`src/logic/counter_cfg.svh`:
```
`ifndef COUNTER_CFG_SVH
`define COUNTER_CFG_SVH
// ----------------------------------------
// register byte offsets
// ----------------------------------------
`define REG_FUNC 8'h00
`define REG_EDGE 8'h04
`define REG_CYCLE_COUNT_SETTING 8'h08
`define REG_TBASE 8'h0c
`define REG_CMD 8'h10
`define REG_INTEN 8'h14
`define REG_STATUS 8'h18
`define REG_POLL 8'h1c
`define REG_VALUE 8'h20
`define REG_COUNT 8'h24
// ----------------------------------------
// field positions
// ----------------------------------------
`define EDGE_A_FALL 0
`define EDGE_B_FALL 1
`define EDGE_B_HIGH 2
`define EDGE_GATE 3
`define CMD_TRIG 0
`define CMD_CRST 1
`define IE_CH 0
`define IE_SYS 1
`define ST_PANEL 0
`define ST_LOCAL 1
`define ST_INTR 2
`define ST_LIMIT 3
`define ST_ALARM 4
// ----------------------------------------
// reset values and presets
// ----------------------------------------
`define EDGE_PRESET 4'h3
`define CYCLE_COUNT_SETTING_RST 16'h0001
`define MODE_MAX 3'h4
`define RTC_MASK 5'h1f
`define FLAGS_NONE 5'h00
`define WORD_ZERO 32'h0000_0000
`define HALF_ZERO 16'h0000
`define FRAC_PAD 16'h0000
`define TB_LIMIT 32'h0000_ffff
`define DIV_LAST 5'h1f
// ----------------------------------------
// timing
// ----------------------------------------
`define CLK_PERIOD_NS 4
`define TBASE_RST_NS 1000
`define TBASE_RST_CYC (`TBASE_RST_NS / `CLK_PERIOD_NS)
`endif

```
`src/logic/counter_pkg.sv`:
```
package counter_pkg;
  // counting functions
  typedef enum logic [2:0] {
    count_direction_mode,
    count_direction_modulo_mode,
    quotient_mode,
    average_period_mode,
    delayed_interval_mode
  } mode_t;
  // measurement sequencer
  typedef enum logic [1:0] {st_idle, st_arm, st_run, st_div} meas_state_t;
endpackage : counter_pkg

```
`src/logic/div_seq.sv`:
```
`timescale 1ns/1ps
`include "counter_cfg.svh"
// restoring divider, one quotient bit per clock
module div_seq (
  input wire logic ref_clk,
  input wire logic rst,
  input wire logic start,
  input wire logic [31:0] dividend,
  input wire logic [15:0] divisor,
  output logic done,
  output logic [31:0] quotient
);
  logic busy_q, busy_d;
  logic done_q, done_d;
  logic [4:0] cnt_q, cnt_d; // step counter
  logic [15:0] rem_q, rem_d; // partial remainder
  logic [31:0] quo_q, quo_d; // shifting quotient
  logic [31:0] res_q, res_d; // held result
  logic [16:0] rem_sh;
  logic ge;
  // ----------------------------------------
  // next state
  // ----------------------------------------
  always_comb begin
    busy_d = busy_q;
    done_d = 1'b0;
    cnt_d = cnt_q;
    rem_d = rem_q;
    quo_d = quo_q;
    res_d = res_q;
    rem_sh = {rem_q, quo_q[31]};
    ge = rem_sh >= {1'b0, divisor};
    if (start) begin // load operands
      busy_d = 1'b1;
      cnt_d = 5'h00;
      rem_d = `HALF_ZERO;
      quo_d = dividend;
    end else if (busy_q) begin // one step
      rem_d = ge ? 16'(rem_sh - {1'b0, divisor}) : rem_sh[15:0];
      quo_d = {quo_q[30:0], ge};
      cnt_d = 5'(cnt_q + 5'h01);
      if (cnt_q == `DIV_LAST) begin
        busy_d = 1'b0;
        done_d = 1'b1;
        res_d = {quo_q[30:0], ge};
      end
    end
  end
  // ----------------------------------------
  // registers
  // ----------------------------------------
  always_ff @(posedge ref_clk) begin
    if (rst) begin
      busy_q <= 1'b0;
      done_q <= 1'b0;
      cnt_q <= 5'h00;
      rem_q <= `HALF_ZERO;
      quo_q <= `WORD_ZERO;
      res_q <= `WORD_ZERO;
    end else begin
      busy_q <= busy_d;
      done_q <= done_d;
      cnt_q <= cnt_d;
      rem_q <= rem_d;
      quo_q <= quo_d;
      res_q <= res_d;
    end
  end
  assign done = done_q;
  assign quotient = res_q;
endmodule : div_seq

```
`src/logic/event_counter_channel.sv`:
```
`timescale 1ns/1ps
`include "counter_cfg.svh"
// Functional notes
// - count/direction: up while B at gate level
// - outside quadrature, only programmed A edge polarity changes count
// - quadrature counts every A edge, both polarities
// - quadrature: up if B leads, down otherwise
// - A dither with steady B nets zero
// - quadrature ignores edges; function select presets falling
// - quotient of A periods over N B periods
// - done event forwarded only with both enables
// - system enable needed besides channel enable
// - status read returns then clears five flags
// - poll read clears service request bit
// - average of N periods, N 1..65535
// - delayed mode times only the N-th period
// - average accumulates at most 65535 timebase ticks
// - delayed mode resolves finer, up to 65535 ticks
// - gated counting: A edges only at gate level
// - average mode ignores B input entirely
// - modulo mode wraps within programmable modulus
module event_counter_channel
  import counter_pkg::*;
(
  input wire logic ref_clk,
  input wire logic rst,
  input wire logic [7:0] avs_address,
  input wire logic avs_read,
  input wire logic avs_write,
  input wire logic [31:0] avs_writedata,
  output logic [31:0] avs_readdata,
  output logic avs_waitrequest,
  input wire logic in_a,
  input wire logic in_b,
  input wire logic quad_sel,
  input wire logic panel_evt,
  input wire logic local_evt,
  input wire logic alarm_evt,
  output logic host_event
);
  // ----------------------------------------
  // declarations
  // ----------------------------------------
  logic ack_q, ack_d; // bus answer strobe
  logic [31:0] rdata_q, rdata_d; // registered read data
  mode_t mode_q, mode_d; // selected function
  logic [3:0] edge_q, edge_d; // edge and gate selection
  logic [15:0] cycle_count_setting_q, cycle_count_setting_d; // cycle_count_setting
  logic [31:0] tbase_q, tbase_d; // clocks per timebase tick
  logic [1:0] ie_q, ie_d; // channel and system enables
  logic [4:0] flags_q, flags_d; // sticky status flags
  logic srq_q, srq_d; // service request
  logic evt_q, evt_d; // forwarded event
  meas_state_t st_q, st_d; // sequencer
  logic [31:0] count_q, count_d; // event accumulator
  logic [15:0] pcnt_q, pcnt_d; // periods seen
  logic [31:0] time_q, time_d; // timebase ticks
  logic [31:0] fine_q, fine_d; // clock cycles in period
  logic [31:0] tbc_q, tbc_d; // timebase divider
  logic [31:0] res_q, res_d; // measurement result
  logic wr_go, rd_go, trig_cmd, crst_cmd;
  logic [2:0] lvl, rise, fall;
  logic a_sel, b_sel, gate_ok, quad, cnt_en, up, tick;
  logic done_evt, limit_evt, div_start, div_done;
  logic [31:0] div_num, div_quo;
  logic [4:0] set_v, clr_v;

  // ----------------------------------------
  // helpers
  // ----------------------------------------
  // up/down step with optional wrap within modulus
  function automatic logic [31:0] step(input logic [31:0] c, input logic u,
                                       input logic modw, input logic [15:0] m);
    logic [31:0] top;
    top = {`HALF_ZERO, m} - 32'h1;
    if (modw && u) step = (c >= top) ? `WORD_ZERO : c + 32'h1;
    else if (modw) step = (c == `WORD_ZERO) ? top : c - 32'h1;
    else step = u ? c + 32'h1 : c - 32'h1;
  endfunction : step

  // saturating tick add, reports overflow
  function automatic logic [32:0] sat_inc(input logic [31:0] v, input logic lim_on);
    if (lim_on && v >= `TB_LIMIT) sat_inc = {1'b1, `TB_LIMIT};
    else sat_inc = {1'b0, v + 32'h1};
  endfunction : sat_inc

  // ----------------------------------------
  // input synchronisers
  // ----------------------------------------
  input_sync u_sync (
    .ref_clk(ref_clk),
    .rst(rst),
    .raw({quad_sel, in_b, in_a}),
    .lvl(lvl),
    .rise(rise),
    .fall(fall)
  );

  // ----------------------------------------
  // divider for quotient and average
  // ----------------------------------------
  div_seq u_div (
    .ref_clk(ref_clk),
    .rst(rst),
    .start(div_start),
    .dividend(div_num),
    .divisor(cycle_count_setting_q),
    .done(div_done),
    .quotient(div_quo)
  );

  // ----------------------------------------
  // bus strobes
  // ----------------------------------------
  assign avs_waitrequest = (avs_read | avs_write) & ~ack_q;
  assign wr_go = avs_write & ack_q;
  assign rd_go = avs_read & ack_q;
  assign trig_cmd = wr_go && avs_address == `REG_CMD && avs_writedata[`CMD_TRIG];
  assign crst_cmd = wr_go && avs_address == `REG_CMD && avs_writedata[`CMD_CRST];
  assign avs_readdata = rdata_q;
  assign host_event = evt_q;

  // edge picks and gate
  assign a_sel = edge_q[`EDGE_A_FALL] ? fall[0] : rise[0];
  assign b_sel = edge_q[`EDGE_B_FALL] ? fall[1] : rise[1];
  assign gate_ok = ~edge_q[`EDGE_GATE] | (lvl[1] == edge_q[`EDGE_B_HIGH]);
  assign quad = lvl[2];
  assign cnt_en = quad ? (rise[0] | fall[0]) : a_sel;
  assign up = quad ? ((rise[0] & lvl[1]) | (fall[0] & ~lvl[1]))
                   : (lvl[1] == edge_q[`EDGE_B_HIGH]);

  // timebase tick
  assign tick = tbc_q >= tbase_q - 32'h1;

  // ----------------------------------------
  // register file next values
  // ----------------------------------------
  always_comb begin
    ack_d = (avs_read | avs_write) & ~ack_q;
    rdata_d = rdata_q;
    mode_d = mode_q;
    edge_d = edge_q;
    cycle_count_setting_d = cycle_count_setting_q;
    tbase_d = tbase_q;
    ie_d = ie_q;
    set_v = `FLAGS_NONE;
    clr_v = `FLAGS_NONE;
    // read mux, captured before the answer cycle
    if (avs_read && !ack_q) begin
      if (avs_address == `REG_FUNC) rdata_d = {29'h0, mode_q};
      else if (avs_address == `REG_EDGE) rdata_d = {28'h0, edge_q};
      else if (avs_address == `REG_CYCLE_COUNT_SETTING) rdata_d = {`HALF_ZERO, cycle_count_setting_q};
      else if (avs_address == `REG_TBASE) rdata_d = tbase_q;
      else if (avs_address == `REG_INTEN) rdata_d = {30'h0, ie_q};
      else if (avs_address == `REG_STATUS || avs_address == `REG_POLL)
        rdata_d = {25'h0, st_q != st_idle, srq_q, flags_q};
      else if (avs_address == `REG_VALUE) rdata_d = res_q;
      else if (avs_address == `REG_COUNT) rdata_d = count_q;
      else rdata_d = `WORD_ZERO; // unmapped
    end
    // writes
    if (wr_go) begin
      if (avs_address == `REG_FUNC && avs_writedata[2:0] <= `MODE_MAX) begin
        mode_d = mode_t'(avs_writedata[2:0]);
        edge_d = `EDGE_PRESET;
      end else if (avs_address == `REG_EDGE) edge_d = avs_writedata[3:0];
      else if (avs_address == `REG_CYCLE_COUNT_SETTING && avs_writedata[15:0] != `HALF_ZERO)
        cycle_count_setting_d = avs_writedata[15:0];
      else if (avs_address == `REG_TBASE && avs_writedata != `WORD_ZERO)
        tbase_d = avs_writedata;
      else if (avs_address == `REG_INTEN) ie_d = avs_writedata[1:0];
    end
    if (crst_cmd) begin
      edge_d = `EDGE_PRESET;
      cycle_count_setting_d = `CYCLE_COUNT_SETTING_RST;
    end
    // sticky flags, set wins over clear
    set_v[`ST_PANEL] = panel_evt;
    set_v[`ST_LOCAL] = local_evt;
    set_v[`ST_INTR] = done_evt;
    set_v[`ST_LIMIT] = limit_evt;
    set_v[`ST_ALARM] = alarm_evt;
    if (rd_go && avs_address == `REG_STATUS) clr_v = `RTC_MASK;
    if (crst_cmd) clr_v[`ST_INTR] = 1'b1;
    flags_d = (flags_q & ~clr_v) | set_v;
    // service request and forwarded event need both enables
    srq_d = srq_q;
    if ((rd_go && avs_address == `REG_POLL) || crst_cmd) srq_d = 1'b0;
    evt_d = done_evt & ie_q[`IE_CH] & ie_q[`IE_SYS];
    if (evt_d) srq_d = 1'b1;
  end

  // ----------------------------------------
  // register file flops
  // ----------------------------------------
  always_ff @(posedge ref_clk) begin
    if (rst) begin
      ack_q <= 1'b0;
      rdata_q <= `WORD_ZERO;
      mode_q <= count_direction_mode;
      edge_q <= `EDGE_PRESET;
      cycle_count_setting_q <= `CYCLE_COUNT_SETTING_RST;
      tbase_q <= 32'(`TBASE_RST_CYC);
      ie_q <= 2'h0;
      flags_q <= `FLAGS_NONE;
      srq_q <= 1'b0;
      evt_q <= 1'b0;
    end else begin
      ack_q <= ack_d;
      rdata_q <= rdata_d;
      mode_q <= mode_d;
      edge_q <= edge_d;
      cycle_count_setting_q <= cycle_count_setting_d;
      tbase_q <= tbase_d;
      ie_q <= ie_d;
      flags_q <= flags_d;
      srq_q <= srq_d;
      evt_q <= evt_d;
    end
  end

  // ----------------------------------------
  // measurement next values
  // ----------------------------------------
  always_comb begin
    logic [32:0] t_inc;
    t_inc = sat_inc(time_q, 1'b1);
    st_d = st_q;
    count_d = count_q;
    pcnt_d = pcnt_q;
    time_d = time_q;
    fine_d = fine_q;
    tbc_d = tick ? `WORD_ZERO : tbc_q + 32'h1;
    res_d = res_q;
    done_evt = 1'b0;
    limit_evt = 1'b0;
    div_start = 1'b0;
    div_num = `WORD_ZERO;
    case (st_q)
      st_idle: begin
        // hold accumulators until triggered
      end
      st_arm: begin
        // wait for the opening edge
        if (mode_q == quotient_mode && b_sel) st_d = st_run;
        if (mode_q == average_period_mode && a_sel) st_d = st_run;
        if (mode_q == delayed_interval_mode && a_sel && gate_ok) st_d = st_run;
      end
      st_run: begin
        case (mode_q)
          count_direction_mode, count_direction_modulo_mode: begin
            if (cnt_en) count_d = step(count_q, up,
                                       mode_q == count_direction_modulo_mode, cycle_count_setting_q);
          end
          quotient_mode: begin
            if (a_sel && gate_ok) count_d = count_q + 32'h1;
            if (a_sel && count_q >= `TB_LIMIT) limit_evt = 1'b1;
            if (b_sel) begin
              pcnt_d = 16'(pcnt_q + 16'h1);
              if (16'(pcnt_q + 16'h1) == cycle_count_setting_q) begin
                div_start = 1'b1;
                div_num = {count_d[15:0], `FRAC_PAD};
                st_d = st_div;
              end
            end
          end
          average_period_mode: begin
            if (tick) begin
              time_d = t_inc[31:0];
              limit_evt = t_inc[32];
            end
            if (a_sel) begin
              pcnt_d = 16'(pcnt_q + 16'h1);
              if (16'(pcnt_q + 16'h1) == cycle_count_setting_q) begin
                div_start = 1'b1;
                div_num = {time_d[15:0], `FRAC_PAD};
                st_d = st_div;
              end
            end
          end
          default: begin // delayed interval
            if (pcnt_q == 16'(cycle_count_setting_q - 16'h1)) begin
              fine_d = fine_q + 32'h1;
              if (tick) begin
                time_d = t_inc[31:0];
                limit_evt = t_inc[32];
              end
            end
            if (a_sel && gate_ok) begin
              pcnt_d = 16'(pcnt_q + 16'h1);
              if (pcnt_q == 16'(cycle_count_setting_q - 16'h1)) begin
                res_d = fine_d; // closing cycle belongs to the period
                done_evt = 1'b1;
                st_d = st_idle;
              end
            end
          end
        endcase
      end
      default: begin // st_div
        if (div_done) begin
          res_d = div_quo;
          done_evt = 1'b1;
          st_d = st_idle;
        end
      end
    endcase
    // trigger restarts; reset clears
    if (trig_cmd || crst_cmd) begin
      count_d = `WORD_ZERO;
      pcnt_d = `HALF_ZERO;
      time_d = `WORD_ZERO;
      fine_d = `WORD_ZERO;
      tbc_d = `WORD_ZERO;
      done_evt = 1'b0;
      limit_evt = 1'b0;
      div_start = 1'b0;
      if (crst_cmd) begin
        st_d = st_idle;
        res_d = `WORD_ZERO;
      end else if (mode_q == count_direction_mode || mode_q == count_direction_modulo_mode)
        st_d = st_run;
      else st_d = st_arm;
    end
  end

  // ----------------------------------------
  // measurement flops
  // ----------------------------------------
  always_ff @(posedge ref_clk) begin
    if (rst) begin
      st_q <= st_idle;
      count_q <= `WORD_ZERO;
      pcnt_q <= `HALF_ZERO;
      time_q <= `WORD_ZERO;
      fine_q <= `WORD_ZERO;
      tbc_q <= `WORD_ZERO;
      res_q <= `WORD_ZERO;
    end else begin
      st_q <= st_d;
      count_q <= count_d;
      pcnt_q <= pcnt_d;
      time_q <= time_d;
      fine_q <= fine_d;
      tbc_q <= tbc_d;
      res_q <= res_d;
    end
  end

  // ----------------------------------------
  // checks
  // ----------------------------------------
  cd_up_b_a: assert property (@(posedge ref_clk) disable iff (rst)
    st_q == st_run && mode_q == count_direction_mode && !quad && a_sel
    && lvl[1] == edge_q[`EDGE_B_HIGH] && !trig_cmd && !crst_cmd
    |=> count_q == $past(count_q) + 32'h1) else $error("cd up count missed");
  cd_opp_edge_a: assert property (@(posedge ref_clk) disable iff (rst)
    st_q == st_run && mode_q == count_direction_mode && !quad && !a_sel
    && !trig_cmd && !crst_cmd |=> $stable(count_q)) else $error("count moved off edge");
  quad_dir_a: assert property (@(posedge ref_clk) disable iff (rst)
    st_q == st_run && mode_q == count_direction_mode && quad && fall[0] && !lvl[1]
    && !trig_cmd && !crst_cmd |=> count_q == $past(count_q) + 32'h1)
    else $error("quadrature direction wrong");
  func_preset_a: assert property (@(posedge ref_clk) disable iff (rst)
    wr_go && avs_address == `REG_FUNC && avs_writedata[2:0] <= `MODE_MAX
    |=> edge_q == `EDGE_PRESET && mode_q == mode_t'($past(avs_writedata[2:0])))
    else $error("function preset not applied");
  evt_enable_a: assert property (@(posedge ref_clk) disable iff (rst)
    host_event |-> $past(ie_q) == 2'h3 && $past(done_evt)) else $error("event not gated");
  stat_clear_a: assert property (@(posedge ref_clk) disable iff (rst)
    rd_go && avs_address == `REG_STATUS
    |=> (flags_q & ~$past(set_v)) == `FLAGS_NONE) else $error("status not cleared");
  poll_clear_a: assert property (@(posedge ref_clk) disable iff (rst)
    rd_go && avs_address == `REG_POLL && !evt_d |=> !srq_q) else $error("srq not cleared");
  tick_limit_a: assert property (@(posedge ref_clk) disable iff (rst)
    time_q <= `TB_LIMIT) else $error("tick accumulator over limit");
  idle_hold_a: assert property (@(posedge ref_clk) disable iff (rst)
    st_q == st_idle && !trig_cmd && !crst_cmd |=> $stable(count_q) && st_q == st_idle)
    else $error("idle accumulator moved");
  chan_reset_a: assert property (@(posedge ref_clk) disable iff (rst)
    crst_cmd |=> count_q == `WORD_ZERO && !flags_q[`ST_INTR] && cycle_count_setting_q == `CYCLE_COUNT_SETTING_RST
    && st_q == st_idle) else $error("channel reset incomplete");
  mod_wrap_a: assert property (@(posedge ref_clk) disable iff (rst)
    st_q == st_run && mode_q == count_direction_modulo_mode && cnt_en && up
    && count_q == {`HALF_ZERO, cycle_count_setting_q} - 32'h1 && !trig_cmd && !crst_cmd
    |=> count_q == `WORD_ZERO) else $error("modulo wrap missed");
endmodule : event_counter_channel

```
`src/logic/input_sync.sv`:
```
`timescale 1ns/1ps
// two-flop synchroniser plus edge detect on the second stage
module input_sync (
  input wire logic ref_clk,
  input wire logic rst,
  input wire logic [2:0] raw,
  output logic [2:0] lvl,
  output logic [2:0] rise,
  output logic [2:0] fall
);
  logic [2:0] s1_q, s2_q, s3_q; // sync stages and edge history
  // ----------------------------------------
  // registers
  // ----------------------------------------
  always_ff @(posedge ref_clk) begin
    if (rst) begin
      s1_q <= 3'h0;
      s2_q <= 3'h0;
      s3_q <= 3'h0;
    end else begin
      s1_q <= raw;
      s2_q <= s1_q;
      s3_q <= s2_q;
    end
  end
  assign lvl = s2_q;
  assign rise = s2_q & ~s3_q;
  assign fall = ~s2_q & s3_q;
endmodule : input_sync

```
`config.mk`:
```
export PLATFORM = sky130hd
export DESIGN_NAME = event_counter_channel
export DESIGN_NICKNAME = d
export VERILOG_FILES = /design/src/logic/counter_pkg.sv /design/src/logic/div_seq.sv /design/src/logic/event_counter_channel.sv /design/src/logic/input_sync.sv
export VERILOG_INCLUDE_DIRS = /design/src /design/src/logic
export SDC_FILE = /design/constraint.sdc
export NUM_CORES = 1
export LEC_CHECK = 0
export BUFFER_PORTS_ARGS = -buffer_cell sky130_fd_sc_hd__buf_2
export CELL_PAD_IN_SITES_DETAIL_PLACEMENT = 1
export CELL_PAD_IN_SITES_GLOBAL_PLACEMENT = 2
export CORE_MARGIN = 2
export CORE_UTILIZATION = 40
export DETAILED_ROUTE_END_ITERATION = 10
export PLACE_DENSITY_LB_ADDON = 0.12
export SYNTH_ARGS = -nofsm -noshare
export SYNTH_HDL_FRONTEND = slang
export SYNTH_SLANG_ARGS = --single-unit
```
`constraint.sdc`:
```
create_clock -name ref_clk -period 11.3 [get_ports ref_clk]
set_input_delay 1.13 -clock ref_clk [delete_from_list [all_inputs] [get_ports ref_clk]]
set_output_delay 1.13 -clock ref_clk [all_outputs]
set_load 0.02 [all_outputs]
```
==> results of run 1 <==
final cells by class:
| type | instances | area (sq um) |
|---|---|---|
| clock inverter | 16 | 199 |
| multi-input combinational | 2303 | 14600 |
| timing repair buffer | 124 | 726 |
| fill | 6892 | 31100 |
| tap | 756 | 946 |
| clock buffer | 65 | 1350 |
| inverter | 55 | 206 |
| sequential | 370 | 7410 |
cells in the final DEF (no fill, tap or decap), drive strengths merged, types with 19 or more instances in the layout:
master	count
nand3	105
nor2	441
nor3	89
a22oi	31
xor2	115
and2	25
nand2	215
ha	97
clkbuf	65
dfxtp	370
nor2b	37
nand4	48
o21a	20
a21oi	186
o211ai	31
a211oi	65
mux2i	123
nand2b	21
or3	33
a221oi	19
o21ai	136
and3	51
inv	55
a222oi	19
nor4	44
xnor2	109
buf	124
a31oi	36
synth_stat cells, drive strengths merged (20+ instances only):
library cell	instances
xor2	115
nor2b	37
buf	44
xnor2	109
inv	54
dfxtp	370
a31oi	36
or3	33
nor2	441
clkbuf	145
a22oi	31
o21ai	136
o211ai	31
ha	97
nor4	44
a21oi	186
nand3	105
nand2	215
and3	51
and2	25
nand4	48
o21a	20
nand2b	21
a211oi	65
mux2i	123
nor3	89
worst max-delay path, stage by stage (launching register included):
cell and delay, ns:
dfxtp_1 0.36, or4_1 0.56, nor2_1 0.14, nand2_1 0.13, or4_1 0.59, or4_1 0.54, nand2b_1 0.22, nor3_1 0.19
xnor2_1 0.15, ha_1 0.27, a21o_1 0.18, a21o_1 0.17, a211oi_1 0.23, o21ai_0 0.14, a211oi_2 0.72, and2_1 0.82
nand2_1 0.88, nor2_1 0.30
per-layer routing:
layer | vias to the layer above | global-route usage, %
li1 | 10500 | -
met4 | 4 | 10.6
met5 | - | 0
met1 | 11177 | 38.9
met2 | 585 | 48.6
met3 | 163 | 3.81
path summary, 6_finish.rpt:
kind                                      from            end  cells after the start
worst min register to register  u_sync.s1_q[1]  u_sync.lvl[1]                      1
worst max register to register      tbase_q[2]      tbc_q[28]                     17
worst max-delay path                tbase_q[2]      tbc_q[28]                     17
worst min-delay path            u_sync.s1_q[1]  u_sync.lvl[1]                      1
power by group through the flow:
stage               combinational, uW  clock (uW)  sequential, uW
finish                            112        1540            1310
global route                      120        1620            1310
CTS                               111        1570            1310
detailed placement                110           0            1340
global placement                  108           0            1340
floorplan                        65.7           0            1340
metrics by stage:
step	hold slack [ns]	power (uW)	std cells
final	0.464	2970	3689
after global routing	0.470	3060	3689
after CTS	0.466	3000	3689
after detailed placement	0.432	1450	3608
after global placement	0.436	1450	3608
after floorplan	0.414	1410	2917
cell families (layout without fill, tap and decap cells):
family	after synthesis	count (layout)	share of synthesized area, %
compound gates	685	685	19.7
simple gates	1168	1168	24.3
buf+inv	244	260	4.20
flops	370	370	32.3
fa+ha+maj	98	98	5.38
xor+xnor	224	224	8.55
mux	128	128	5.61
flip-flops by register name, indices dropped and copies added, names as in the netlist, 16 cells and up:
signal and count:
u_div.rem_q 16, fine_q 32, count_q 32, tbc_q 32
res_q 32, pcnt_q 16, cycle_count_setting_q 16, tbase_q 32
time_q 32, u_div.quo_q 32, avs_readdata 32, u_div.quotient 32
==> impl_metrics.env, run 1 <==
export IMPL_synth_seq_cells=370
export IMPL_end_kind="flop"
export IMPL_startpoint_type="flop"
export IMPL_rsz0062_at_grt="false"
export IMPL_start_util_pct=40.5
export IMPL_synth_top_cell_area_share_pct=32.3
export IMPL_die_h_um=244
export IMPL_status="finished clean"
export IMPL_viasPerCell=6.08
export IMPL_nNetsFinal=3047
export IMPL_synth_area_leaders="dfxtp_1 (32%), nor2_1 (7.2%), mux2i_1 (5.4%), ha_1 (5.3%), xor2_1 (4.4%)"
export IMPL_cts_setup_buffers=0
export IMPL_slew_headroom_pct=22.3
export IMPL_async_reset_ff_share_pct=0
export IMPL_fmax_mhz=149
export IMPL_post_cts_resized=0
export IMPL_io_buffers=83
export IMPL_clockPowerShare_pct=51.9
export IMPL_coreArea_sq_mm=0.0566
export IMPL_synthFlopType="dfxtp_1"
export IMPL_hpwl_mm=66.5
export IMPL_num_rows=87
export IMPL_grt_max_degree=90
export IMPL_design_area_sq_mm=0.0255
export IMPL_cp_required_ns=11.78
export IMPL_die_x_um=244
export IMPL_cts_buffers=45
export IMPL_seqPwrFrac_pct=44.3
export IMPL_finalClockSkew_ns=0.0199
export IMPL_drc_errors=0
export IMPL_finalHoldViolations=0
export IMPL_drive_gt1_share_pct=8.59
export IMPL_fin_setup_tns_ns=0
export IMPL_cts_root_buf="clkbuf_16"
export IMPL_antenna_found_initial=3
export IMPL_vias=22429
export IMPL_cts_clk_slew_worst_paths_ns=0.06
export IMPL_antenna_cells=0
export IMPL_tritoncts="done"
export IMPL_intPower_uw=2260
export IMPL_fp_dieArea_sq_mm=0.0593
export IMPL_wl_met1_mm=40.0
export IMPL_routedWlPerCell_um=24.0
export IMPL_swShare_pct=23.7
export IMPL_p_leak_uw=0.00954
export IMPL_yosysWarnings=0
export IMPL_avgSynthCellArea_sq_um=7.87
export IMPL_crit_arrival_ns=7.19
export IMPL_grt_overflow=0
export IMPL_syn_nets=3065
export IMPL_synth_edf_count=0
export IMPL_setup_violations=0
export IMPL_maxCapViolCount=0
export IMPL_vdd_drop_max_mv=0.122
export IMPL_clock_latency_ns=0.59
export IMPL_cts_buffer_depth=3
export IMPL_syn_cell_area_sq_mm=0.0229
export IMPL_ioPinCount=84
export IMPL_worst_slack_ns=4.59
export IMPL_dp_slack_ns=4.63
export IMPL_final_max_slew_viol_count=0
export IMPL_netlist_instances=2917
export IMPL_rrSetupSlack_ns=4.59
export IMPL_gp_congestion=0.925
export IMPL_ant_nets=0
export IMPL_routed_wl_met2_mm=41.0
export IMPL_firstDrtPassIters=7
export IMPL_track_usage_pct=29.3
export IMPL_dr_first_iter_drc_count=1560
export IMPL_wl_met3_mm=4.48
export IMPL_placed_area_sq_mm=0.0239
export IMPL_top_layer_used="met5"
export IMPL_power_frac_comb_pct=3.8
export IMPL_min_period_over_period_pct=59.4
export IMPL_cts_num_sinks=370
export IMPL_cp_max_fo=31
export IMPL_power_switching_uw=704
export IMPL_ys_seq_area_share_pct=32.3
export IMPL_crit_type="reg -> reg"
export IMPL_tightest_slew_ns=1.17
export IMPL_post_route_util_pct=45.0
export IMPL_hp_class="reg -> reg"
export IMPL_ys_types=79
export IMPL_powerDensity_mw_per_mm2=117
export IMPL_wl_mm=88.7
export IMPL_hold_buffers=0
export IMPL_area_growth_pct=11.0
export IMPL_yosysTopAreaCell="dfxtp_1"
export IMPL_ctsHtreeMaxLevel=2
export IMPL_grt_pass1_wl_mm=137
export IMPL_min_period_ns=6.71
export IMPL_grt_pass1_vias=22514
Note: power is estimated with default switching activity, not from simulation.
==> run 2: changes to the inputs <==
--- a/config.mk
+++ b/config.mk
@@ -10,7 +10,7 @@
 export CELL_PAD_IN_SITES_DETAIL_PLACEMENT = 1
 export CELL_PAD_IN_SITES_GLOBAL_PLACEMENT = 2
 export CORE_MARGIN = 2
-export CORE_UTILIZATION = 40
+export CORE_UTILIZATION = 34
 export DETAILED_ROUTE_END_ITERATION = 10
 export PLACE_DENSITY_LB_ADDON = 0.12
 export SYNTH_ARGS = -nofsm -noshare
==> constraint.sdc (replaced) <==
create_clock -name ref_clk -period 6.1 [get_ports ref_clk]
set_input_delay 0.61 -clock ref_clk [delete_from_list [all_inputs] [get_ports ref_clk]]
set_output_delay 0.61 -clock ref_clk [all_outputs]
set_load 0.02 [all_outputs]
==> run 2 against run 1 <==
Effect of this change:
- maximum frequency grew 17%
- via count shrank 1.7%
- setup slack lost 4.2 ns
- critical path type unchanged
- hold slack lost 0.22 ns
- sequential power grew 85%
- total power grew 87%
- global-route usage shrank 3.6 points
- wire length grew 3.0%
- count of clock-buffer cells in the layout grew 1
- combinational power grew 87%
- clock power grew 88%
==> impl_metrics.env, run 2 (synthesis gave the netlist of run 1 again) <==
export IMPL_drive_gt1_share_pct=8.96
export IMPL_startpoint_type="flop"
export IMPL_rsz0062_at_grt="false"
export IMPL_grt_max_degree=79
export IMPL_met2_usage_pct=42.7
export IMPL_hold_buffers=0
export IMPL_antenna_found_initial=2
export IMPL_cts_clk_slew_worst_paths_ns=0.06
export IMPL_die_x_um=264
export IMPL_grt_pass1_wl_mm=140
export IMPL_cp_required_ns=6.59
export IMPL_cts_num_sinks=370
export IMPL_drc_errors=0
export IMPL_layout_commonest_cell="nor2_1"
export IMPL_area_growth_pct=12.1
export IMPL_track_usage_pct=25.7
export IMPL_routedWlPerCell_um=23.9
export IMPL_min_period_ns=5.76
export IMPL_die_h_um=264
export IMPL_ioPinCount=84
export IMPL_tritoncts="done"
export IMPL_start_util_pct=34.2
export IMPL_min_period_over_period_pct=94.4
export IMPL_fin_setup_tns_ns=0
export IMPL_crit_arrival_ns=6.25
export IMPL_hpwl_mm=69.4
export IMPL_num_rows=95
export IMPL_status="finished clean"
export IMPL_end_kind="flop"
export IMPL_p_leak_uw=0.00960
export IMPL_crit_type="reg -> reg"
export IMPL_rrSetupSlack_ns=0.34
export IMPL_use_met3_pct=3.50
export IMPL_ctsHtreeMaxLevel=2
export IMPL_vdd_drop_max_mv=0.206
export IMPL_cp_max_fo=17
export IMPL_ant_nets=0
export IMPL_io_buffers=83
export IMPL_r2r_cells=19
export IMPL_powerDensity_mw_per_mm2=215
export IMPL_maxCapViolCount=0
export IMPL_viasPerCell=5.77
export IMPL_grt_busiest_layer="met2"
export IMPL_finalClockSkew_ns=0.0227
export IMPL_final_max_slew_viol_count=0
export IMPL_coreArea_sq_mm=0.0670
export IMPL_met1_usage_pct=34.3
export IMPL_cts_root_buf="clkbuf_16"
export IMPL_vias=22037
export IMPL_gp_congestion=0.886
export IMPL_grt_overflow=0
export IMPL_final_cell_mix="nor2_1 (436), dfxtp_1 (369), nand2_1 (215)"
export IMPL_holdPathStages=3
export IMPL_hp_class="in -> reg"
export IMPL_dr_first_iter_drc_count=1378
export IMPL_tightest_slew_ns=1.19
export IMPL_nNetsFinal=3057
export IMPL_grt_pass1_vias=22334
export IMPL_fp_dieArea_sq_mm=0.0696
export IMPL_firstDrtPassIters=5
export IMPL_clock_latency_ns=0.61
export IMPL_fmax_mhz=174
export IMPL_slew_headroom_pct=19.7
export IMPL_cts_buffers=47
export IMPL_setup_violations=0
export IMPL_wl_mm=91.4
export IMPL_finalHoldViolations=0
export IMPL_hold_slack_ns=0.242
export IMPL_cts_buffer_depth=3
==> run 2: cell count changes in the layout (fill, tap and decap cells not counted), sizes merged <==
cell	before	now
clkinv	9	12
buf	124	132
diode	0	1
clkbuf	65	66
==> run 2: per-stage QoR <==
step / cells / instance area (sq um) / total power, uW / worst slack [ns] / util (%)
final: 3819 / 25700 / 5540 / 0.343 / 38.4
after global routing: 3818 / 25700 / 5740 / 0.0128 / 38.4
after CTS: 3818 / 25700 / 5620 / 0.218 / 38.4
after detailed placement: 3733 / 24100 / 2690 / 0.281 / 36.0
after global placement: 3733 / 24100 / 2690 / 0.427 / 36.0
after floorplan: 2917 / 22900 / 2610 / 1.08 / -
==> run 2: repair_timing <==
| action | 4_1_cts | 5_1_grt |
|---|---|---|
| buffers inserted | 0 | 0 |
| setup endpoints to repair | 0 | 12 |
| gates resized for setup | 0 | 2 |
==> run 2: final cells by class <==
class | instances | area, sq um
timing repair buffer | 132 | 786
tap | 873 | 1090
fill | 8039 | 41300
clock buffer | 66 | 1370
inverter | 55 | 206
sequential | 370 | 7410
clock inverter | 19 | 221
multi-input combinational | 2303 | 14600
antenna | 1 | 2.50
==> run 2: worst max-delay path, stage by stage, from the launching register on <==
cell	delay, ns
dfxtp_1	0.36
or4_1	0.55
nor2_1	0.13
nand2_1	0.13
or4_1	0.59
or4_1	0.56
nand2b_1	0.22
nand2b_1	0.21
nor3_1	0.25
xnor2_1	0.10
ha_1	0.31
nand4_1	0.08
or2_2	0.31
nor2_1	0.11
o211ai_1	0.10
a21o_1	0.32
nand2_1	0.18
o211a_1	0.61
a21oi_1	0.28
and2_1	0.24
==> run 2: worst paths after layout <==
kind / start / to
hold reg to reg: u_sync.s1_q[1] / u_sync.lvl[1]
setup reg to reg: tbase_q[2] / time_q[16]
hold / removal: alarm_evt / flags_q[4]
setup / recovery: tbase_q[2] / time_q[16]
==> run 2: routing by layer <==
layer / share of wire [%] / up-vias
met1: 46 / 10882
met4: 3.1 / 0
met2: 46 / 496
met3: 4.6 / 116
met5: 0 / -
li1: - / 10543
==> run 2: power breakdown <==
part           total (uW)  internal [uW]  switching, uW  leakage, uW
registers            2430           2420           9.45      0.00298
clock network        2900           1730           1170     0.000781
logic                 209           58.6            150      0.00583
total                5540           4210           1330      0.00960
